`src/verilog/pdad_pkg.sv`:
```
// Package: constants and carrier types for the program/data address decoder
// Function
// - Data space spans 64K locations of 16-bit words.
// - Data addresses inside on-chip RAM bounds go to on-chip RAM automatically.
// - Data addresses outside on-chip RAM bounds, except the page register at 001Eh, start an external access.
// - On-chip accesses complete with no wait states.
// - With overlay on, program fetches inside on-chip range are served on-chip.
// - Program addresses outside on-chip program range issue an external access.
// - Paging extends program space to 8192K words.
// - Twenty-three program address lines are driven, not sixteen.
// - Program memory is 128 pages of 64K words each.
// - The page select register value picks the current program page.
// - Page select register is read/write in data space at 001Eh.
// - Hardware reset clears the page select register to zero.
// - Overlay bit at one maps dual-access RAM into program space too.
// - Overlay on: on-chip RAM in low part of every page; off: every program fetch is external, page 0 included.
package pdad_pkg;

  // ----------------------------------------
  // Widths
  // ----------------------------------------
  localparam int PDAD_DATA_W = 16;
  localparam int PDAD_ADDR_W = 16;
  localparam int PDAD_PAGE_W = 7;
  localparam int PDAD_XADDR_W = 23;

  // ----------------------------------------
  // Map constants
  // ----------------------------------------
  localparam logic [15:0] PDAD_PAGE_REG_ADDR = 16'h001E;
  localparam logic [15:0] PDAD_RAM_LO = 16'h0080;
  localparam logic [15:0] PDAD_RAM_HI = 16'h9FFF;
  localparam logic [6:0] PDAD_PAGE_RST = 7'h00;
  localparam logic [15:0] PDAD_RD_ZERO = 16'h0000;

  // Core request toward the decoder
  typedef struct packed {
    logic        valid;
    logic        write;
    logic [15:0] addr;
    logic [15:0] wdata;
  } pdad_req_t;

  // Routed access toward a memory
  typedef struct packed {
    logic        valid;
    logic        write;
    logic [22:0] addr;
    logic [15:0] wdata;
  } pdad_route_t;

endpackage : pdad_pkg

```
`src/verilog/pdad_page_reg.sv`:
```
// Program page select register, memory mapped in data space
`timescale 1ns/1ps
module pdad_page_reg
  import pdad_pkg::*;
(
  // Clock and reset
  input wire logic sys_clk_in,
  input wire logic nrst_in,
  // Data-space access
  input wire pdad_req_t data_req_in,
  // Register state
  output logic [6:0] page_out,
  output logic hit_out
);

  typedef struct packed {
    logic [6:0] page;
  } pdad_preg_st_t;

  pdad_preg_st_t st_ff;
  pdad_preg_st_t nxt_st;

  assign hit_out = data_req_in.valid && (data_req_in.addr == PDAD_PAGE_REG_ADDR);
  assign page_out = st_ff.page;

  always_comb begin
    nxt_st = st_ff;
    if (hit_out && data_req_in.write) begin
      nxt_st.page = data_req_in.wdata[6:0];
    end
  end

  always_ff @(posedge sys_clk_in) begin
    if (!nrst_in) begin
      st_ff.page <= PDAD_PAGE_RST;
    end else begin
      st_ff <= nxt_st;
    end
  end
endmodule // pdad_page_reg

```
`src/verilog/pdad_decoder.sv`:
```
// Top: data and program address decoder with program paging
`timescale 1ns/1ps
module pdad_decoder
  import pdad_pkg::*;
(
  // Clock and reset
  input wire logic sys_clk_in,
  input wire logic nrst_in,
  // Configuration
  input wire logic ram_overlay_enable_in,
  // Core requests
  input wire pdad_req_t data_req_in,
  input wire pdad_req_t prog_req_in,
  // On-chip memory side
  output pdad_route_t ram_data_out,
  output pdad_route_t ram_prog_out,
  input wire logic [15:0] ram_data_rdata_in,
  input wire logic [15:0] ram_prog_rdata_in,
  // External memory side
  output pdad_route_t ext_data_out,
  output pdad_route_t ext_prog_out,
  input wire logic [15:0] ext_data_rdata_in,
  input wire logic [15:0] ext_prog_rdata_in,
  input wire logic ext_ready_in,
  // Answers to the core
  output logic [15:0] data_rdata_out,
  output logic [15:0] prog_rdata_out,
  output logic wait_out,
  output logic [22:0] prog_xaddr_out
);

  // ----------------------------------------
  // State
  // ----------------------------------------
  typedef struct packed {
    logic        ram_overlay_enable_s1;
    logic        ram_overlay_enable;
    logic        ready;
    pdad_route_t ram_d;
    pdad_route_t ram_p;
    pdad_route_t ext_d;
    pdad_route_t ext_p;
    logic [15:0] d_rdata;
    logic [15:0] p_rdata;
    logic [22:0] xaddr;
  } pdad_st_t;

  pdad_st_t st_ff;
  pdad_st_t nxt_st;
  logic [6:0] page;
  logic page_hit;

  pdad_page_reg u_page (
    .sys_clk_in(sys_clk_in),
    .nrst_in(nrst_in),
    .data_req_in(data_req_in),
    .page_out(page),
    .hit_out(page_hit)
  );

  function automatic logic in_ram(input logic [15:0] a);
    in_ram = (a >= PDAD_RAM_LO) && (a <= PDAD_RAM_HI);
  endfunction

  function automatic pdad_route_t mk(input pdad_req_t r, input logic [6:0] pg, input logic en);
    mk.valid = r.valid && en;
    mk.write = r.write;
    mk.addr = {pg, r.addr};
    mk.wdata = r.wdata;
  endfunction

  // ----------------------------------------
  // Decode
  // ----------------------------------------
  logic d_on;
  logic p_on;
  logic p_ext;

  always_comb begin
    d_on = in_ram(data_req_in.addr);
    // Overlay on: every page shows RAM low; off: no RAM in program space
    p_on = st_ff.ram_overlay_enable && in_ram(prog_req_in.addr);
    p_ext = !p_on;
    nxt_st = st_ff;
    // Overlay is a strap-like pin: two flops before use, only the second is read
    nxt_st.ram_overlay_enable_s1 = ram_overlay_enable_in;
    nxt_st.ram_overlay_enable = st_ff.ram_overlay_enable_s1;
    nxt_st.ready = ext_ready_in;
    nxt_st.ram_d = mk(data_req_in, 7'h00, d_on);
    nxt_st.ext_d = mk(data_req_in, 7'h00, !d_on && !page_hit);
    nxt_st.ram_p = mk(prog_req_in, page, p_on);
    nxt_st.ext_p = mk(prog_req_in, page, p_ext);
    nxt_st.xaddr = {page, prog_req_in.addr};
    if (page_hit) begin
      nxt_st.d_rdata = {9'h000, page};
    end else if (d_on) begin
      nxt_st.d_rdata = ram_data_rdata_in;
    end else begin
      nxt_st.d_rdata = ext_data_rdata_in;
    end
    nxt_st.p_rdata = p_on ? ram_prog_rdata_in : ext_prog_rdata_in;
  end

  always_ff @(posedge sys_clk_in) begin
    if (!nrst_in) begin
      st_ff <= '0;
    end else begin
      st_ff <= nxt_st;
    end
  end

  // ----------------------------------------
  // Outputs
  // ----------------------------------------
  assign ram_data_out = st_ff.ram_d;
  assign ram_prog_out = st_ff.ram_p;
  assign ext_data_out = st_ff.ext_d;
  assign ext_prog_out = st_ff.ext_p;
  assign data_rdata_out = st_ff.d_rdata;
  assign prog_rdata_out = st_ff.p_rdata;
  assign prog_xaddr_out = st_ff.xaddr;
  // Only external accesses stall the core
  assign wait_out = (st_ff.ext_d.valid || st_ff.ext_p.valid) && !st_ff.ready;
endmodule // pdad_decoder

```
`config.mk`:
```
export PLATFORM = sky130hd
export DESIGN_NAME = pdad_decoder
export DESIGN_NICKNAME = d
export VERILOG_FILES = /design/src/verilog/pdad_pkg.sv /design/src/verilog/pdad_page_reg.sv /design/src/verilog/pdad_decoder.sv
export SDC_FILE = /design/constraint.sdc
export NUM_CORES = 1
export LEC_CHECK = 0
export BUFFER_PORTS_ARGS = -buffer_cell sky130_fd_sc_hd__buf_4
export CORE_AREA = 4 4 147 149
export DETAILED_ROUTE_END_ITERATION = 10
export DIE_AREA = 0 0 151 153
export REMOVE_ABC_BUFFERS = 1
export SLEW_MARGIN = 20
export SYNTH_ARGS = -nofsm -noshare
export SYNTH_HDL_FRONTEND = slang
export SYNTH_SLANG_ARGS = --single-unit
```
`constraint.sdc`:
```
create_clock -name sys_clk_in -period 2.9 [get_ports sys_clk_in]
set_input_delay 0.29 -clock sys_clk_in [delete_from_list [all_inputs] [get_ports sys_clk_in]]
set_output_delay 0.29 -clock sys_clk_in [all_outputs]
set_load 0.03 [all_outputs]
```
==> impl_metrics.csv, run 1 <==
group,metric,value,unit
run_status,outcome,"complete, no violations",
die,start_util,0.267,
drt,drc,0,
drt,drt-initial-drc-count,86,
worst_setup_path,end_kind,"register",
sta,fin_hold_ws,67.4,ps
worst_setup_path,timing.rr.start,"st_ff[220]",
logic_synthesis,syn_inst,553,
clocking,postCtsSetupBuffers,0,
sta,finalCritPeriodShare,0.624,
logic_synthesis,ys_seq_area_frac,0.442,
drt,postRouteWirelength,15400,um
drt,wire_per_inst,15.8,um
worst_setup_path,cp.required,3200,ps
layout,drive_gt1_frac,0.550,
sta,slew_violations,0,
pwr,ir_worst_vdd,0.325,mV
drt,via_count,3705,
sta,finClkSkew,5.40,ps
sta,fin_tns_setup,0,ps
grt,grt_pass1_wl,22100,um
die,io_pins,356,
grt,antenna_found_initial,0,
logic_synthesis,syn-cell-area,5390,um^2
sta,rsz0062_at_grt,"no",
min_path,min_from,"prog_req_in[19]",
logic_synthesis,synth_area_per_cell,9.74,um^2
clocking,clkTransAtPathRegs,60,ps
grt,grt_pass1_vias,3735,
sta,worst_slew_pin_slew,601,ps
layout,final_cell_area,7260,um^2
die,core_area,20200,um^2
worst_setup_path,r2r_end,"prog_rdata_out[2]",
sta,setup_viol,0,
pwr,power_density,654,nW/um^2
sta,fmax,553,MHz
sta,hold_violations,0,
worst_setup_path,critPathKind,"in -> reg",
layout,final_nets,830,
drt,via_per_inst,3.79,
layout,antennaDiodeCount,0,
grt,grt.overflow.total,0,
drt,drt_pre_antenna_iters,4,
layout,syn_to_final_growth,34.9,%
min_path,whs_endpoint,"prog_xaddr_out[3]",
clocking,htree_levels,4,
sta,min_period,1810,ps
sta,max_slew_margin,0.596,
clocking,insertion_delay,410,ps
logic_synthesis,synth_top_area_frac,0.442,
worst_setup_path,cp_max_fo,25,
logic_synthesis,synth-edff-count,0,
logic_synthesis,async_reset_ff_frac,0,
clocking,cts_inserted_buffers,17,
layout,utilization,0.360,
logic_synthesis,yosysMostFrequentCell,"buf_4",
clocking,cts_resized,0,
min_path,whs_path_depth,2,
place,dp.final_hpwl,12400,um
place,globalplace.congestion,0.750,
logic_synthesis,yosys-top-cells-count,"buf_4, dfxtp_1, and2_1",
die,die_area,23100,um^2
logic_synthesis,synth.distinct_cells,30,
place,portBuffers,341,
min_path,hold_path_class,"in -> reg",
grt,grt_util_all_layers,0.127,
logic_synthesis,yosysWarnings,0,
worst_setup_path,start_kind,"primary input",
drt,ant_nets,0,
clocking,root_buffer,"clkbuf_16",
die,placementRows,52,
logic_synthesis,synthFlopType,"dfxtp_1",
worst_setup_path,crit_arrival,2110,ps
logic_synthesis,synth_area_leaders,"dfxtp_1, buf_4, and2_1, mux2i_1, nor2b_1",
logic_synthesis,yosysTopAreaCell,"dfxtp_1",
die,die_y,153,um
clocking,clock_sinks,119,
pwr,p_leak,3.65,nW
worst_setup_path,r2r_slack,1770,ps
clocking,cts_tree,"done",
grt,grt_start_max_net_pins,43,
clocking,clk_path_buf_depth,2,
die,fp.dieW,151,um
place,place_area,6660,um^2
logic_synthesis,ys_ff_latch,119,
clocking,hold_buffers,0,
flow_run,maxCapViolations,0,
worst_setup_path,worst_r2r_path_depth,4,
-- cell usage in the layout (no fill, tap or decap), types with 2 or more instances in the layout --
cell and n:
dfxtp_1 119, inv_1 2, nor2b_1 17, nand2_1 17, o31ai_1 6, inv_6 2, conb_1 14, and2_1 76
mux2i_1 16, nor4_1 2, o21ai_1 2, a31oi_1 6, clkbuf_16 17, buf_4 346, nand3_1 16, a21oi_1 9
or4_1 2, nor2_1 6, o21ai_0 2, clkinv_2 2, o21a_1 2, clkinvlp_4 3, mux2_2 7, bufinv_16 3
clkinv_4 4
-- worst max-delay path, stage by stage --
cell	delay (ps)
buf_4	120
nor4_1	470
nand3_1	170
buf_4	260
nor3_4	410
mux2_2	380
-- power breakdown --
group / switching [mW] / internal (mW)
clock: 0.814 / 1.36
combinational: 0.472 / 0.346
sequential: 0.0452 / 1.72
total: 1.33 / 3.42
-- worst max-delay path by stage --
stage,startpoint,to,slack (ps),depth (start not counted)
after floorplan,prog_req_in[26],prog_rdata_out[0],450,4
after global placement,data_req_in[23],u_page.page_out[6],610,6
after detailed placement,data_req_in[23],u_page.page_out[0],580,6
after CTS,data_req_in[23],u_page.page_out[0],1030,6
after global routing,data_req_in[23],u_page.page_out[2],1000,6
final,data_req_in[23],u_page.page_out[0],1090,6
-- area by class of cell --
class / count / area [um^2]
Clock buffer: 18 / 429
Timing Repair Buffer: 347 / 2620
Clock inverter: 14 / 175
Sequential cell: 119 / 2380
Fill cell: 2109 / 12900
Inverter: 2 / 7.51
Multi-Input combinational cell: 207 / 1320
Tap cell: 270 / 338
-- flip-flops by register name (all words and copies together), names as in the netlist, 2 cells and up --
| register | flops |
|---|---|
| ext_data_out | 34 |
| prog_xaddr_out | 23 |
| ext_prog_out | 18 |
| data_rdata_out | 16 |
| prog_rdata_out | 16 |
| u_page.page_out | 7 |
| st_ff | 2 |
-- layer usage --
| layer | up-vias | routed length (um) | track usage |
|---|---|---|---|
| met1 | 1676 | 5870 | 0.145 |
| li1 | 1808 | - | - |
| met4 | 0 | 208 | 0.0402 |
| met3 | 15 | 1730 | 0.0486 |
| met5 | - | 0 | 0 |
| met2 | 206 | 7610 | 0.219 |
-- cell families (layout without fill, tap and decap cells) --
kind of cell	after synthesis	after routing	synth area share
mux	23	23	0.0444
buf+inv	240	381	0.325
flops	119	119	0.442
compound gates	30	30	0.0369
simple gates	140	140	0.151
other cells	1	14	0.000696
-- metrics by stage --
step                      setup WS (ps)  instances  power [mW]
after global placement              615        945        2.63
after floorplan                     450        328        2.19
final                              1090        977        4.75
after detailed placement            583        945        2.63
after CTS                          1030        977        4.83
after global routing                999        977        4.94
(Power assumes the default switching activity.)
==> run 2, diff against run 1 <==
==> constraint.sdc (replaced) <==
create_clock -name sys_clk_in -period 1.8 [get_ports sys_clk_in]
set_input_delay 0.18 -clock sys_clk_in [delete_from_list [all_inputs] [get_ports sys_clk_in]]
set_output_delay 0.18 -clock sys_clk_in [all_outputs]
set_load 0.03 [all_outputs]
==> run 2 against run 1 <==
  * Sequential share of layout area fell by 3.4 points
  * Clock power grew 72%
  * Clock-buffer cell count increased by 1
  * Sequential cell count stayed put
  * Core utilization grew 4.1 points
  * Critical path type unchanged
==> impl_metrics.csv, run 2 (same netlist as run 1, synthesis figures left out) <==
group,metric,value,unit
worst_setup_path,r2r_end,"prog_rdata_out[15]",
pwr,comb_power_share,0.181,
drt,drt-initial-drc-count,65,
min_path,hold_path_class,"in -> reg",
pwr,seqPwrFrac,0.354,
die,placementRows,52,
drt,postRouteWirelength,16600,um
grt,grt.overflow.total,0,
layout,final_nets,907,
grt,antenna_found_initial,0,
layout,fillerInstances,2006,
layout,layout_commonest_cell,"buf_4",
die,start_util,0.267,
drt,drc,0,
sta,finalCritPeriodShare,0.922,
drt,ant_nets,0,
layout,drive_gt1_frac,0.520,
worst_setup_path,cp.required,2090,ps
pwr,power_density,993,nW/um^2
sta,slew_violations,0,
sta,rsz0062_at_grt,"no",
die,io_pins,356,
pwr,swShare,0.259,
worst_setup_path,crit_arrival,1950,ps
place,dp_slack,-124,ps
die,core_area,20200,um^2
worst_setup_path,cp_max_fo,6,
sta,min_period,1660,ps
clocking,clkTransAtPathRegs,60,ps
worst_setup_path,start_kind,"primary input",
min_path,min_from,"data_req_in[2]",
sta,hold_violations,0,
place,portBuffers,341,
layout,instances_no_fill,1053,
min_path,whs_endpoint,"ext_data_out[2]",
clocking,root_buffer,"clkbuf_16",
sta,setup_viol,0,
pwr,clkPwrFrac,0.465,
sta,fmax,603,MHz
drt,via_count,4048,
grt,grt_pass1_vias,4168,
place,globalplace.congestion,0.711,
layout,antennaDiodeCount,0,
layout,syn_to_final_growth,50.3,%
pwr,p_leak,4.05,nW
drt,drt_pre_antenna_iters,4,
grt,grt_start_max_net_pins,48,
drt,via_per_inst,3.84,
clocking,cts_tree,"done",
grt,grt_util_all_layers,0.134,
pwr,p_sw,2.08,mW
worst_setup_path,critPathKind,"in -> reg",
die,die_y,153,um
layout,utilization,0.401,
clocking,clk_path_buf_depth,2,
sta,final.setup.worst_slack,141,ps
grt,grt_pass1_wl,23700,um
place,dp.final_hpwl,12700,um
pwr,ir_worst_vdd,0.530,mV
run_status,outcome,"complete, no violations",
min_path,whs_path_depth,2,
worst_setup_path,timing.rr.start,"st_ff[220]",
worst_setup_path,worst_r2r_path_depth,5,
clocking,insertion_delay,400,ps
clocking,htree_levels,4,
worst_setup_path,r2r_slack,710,ps
pwr,p_int,5.96,mW
layout,final_cell_mix,"buf_4, dfxtp_1, and2_1, dlygate4sd3_1, clkbuf_16",
die,die_area,23100,um^2
worst_setup_path,end_kind,"register",
drt,wire_per_inst,15.8,um
sta,fin_hold_ws,19.4,ps
place,dp_cells,958,
layout,largest_reg_flops,34,
flow_run,maxCapViolations,0,
sta,finClkSkew,5.20,ps
die,fp.dieW,151,um
clocking,cts_inserted_buffers,17,
clocking,clock_sinks,119,
## run 2: changes by cell type in the layout (fill, tap and decap cells not counted), sizes merged
cell / delta
dlymetal6s4s: +1
inv: -1
dlygate4sd3: +59
bufinv: +2
clkinv: -1
clkinvlp: -2
clkbuf: +3
buf: +15
## run 2: power by group through the flow
stage	registers (mW)	logic [mW]	clock network [mW]
after floorplan	3.34	0.189	0
after global placement	2.90	1.35	0
after detailed placement	2.90	1.35	0
after CTS	2.85	1.46	3.86
after global routing	2.86	1.54	3.96
final	2.85	1.46	3.74
## run 2: worst max path at each step
stage                    start            endpoint  cells past startpoint  slack [ps]
6_report       data_req_in[20]  u_page.page_out[4]                      8         140
5_1_grt        data_req_in[21]  u_page.page_out[4]                      8          90
4_1_cts        data_req_in[19]  u_page.page_out[4]                      7          10
3_5_place_dp   data_req_in[23]  u_page.page_out[4]                      7        -120
3_3_place_gp   data_req_in[23]  u_page.page_out[0]                      7         -80
2_1_floorplan  prog_req_in[26]   prog_rdata_out[0]                      4        -540
## run 2: what timing repair did
action | in CTS | in global routing
resized for setup | 0 | 2
hold buffers | 60 | 0
endpoints found under the hold margin | 60 | 0
setup buffers | 0 | 3
endpoints found under the setup margin | 0 | 26
## run 2: metal layers
layer / GRT usage / vias to the layer above / routed length, um
met1: 0.156 / 1871 / 6550
met4: 0.0311 / 0 / 125
met2: 0.237 / 197 / 8440
li1: - / 1971 / -
met5: 0 / - / 0
met3: 0.0429 / 9 / 1480
## run 2: area by class of cell
type / count / area [um^2] / share of cell area
clock buffers: 19 / 453 / 0.0560
clock inverters: 12 / 199 / 0.0246
inverters: 2 / 7.51 / 0.000928
multi-input cells: 207 / 1320 / 0.163
flip-flops and latches: 119 / 2380 / 0.294
well taps: 270 / 338 / 0.0417
repair buffers: 424 / 3400 / 0.420
## run 2: critical path: stages
cell and delay, ps:
dlygate4sd3_1 550, buf_4 110, and4b_1 190, nand4_1 90
buf_4 180, nor3_4 120, buf_4 190, mux2_2 340
## run 2: per-stage QoR
| step | cell area (um^2) | total power, mW | TNS [ps] |
|---|---|---|---|
| 3_3_place_gp | 6760 | 4.25 | -1310 |
| 6_report | 8090 | 8.04 | 0 |
| 3_5_place_dp | 6760 | 4.25 | -1800 |
| 5_1_grt | 8090 | 8.36 | 0 |
| 4_1_cts | 8010 | 8.16 | 0 |
| 2_1_floorplan | 3690 | 3.53 | -11300 |
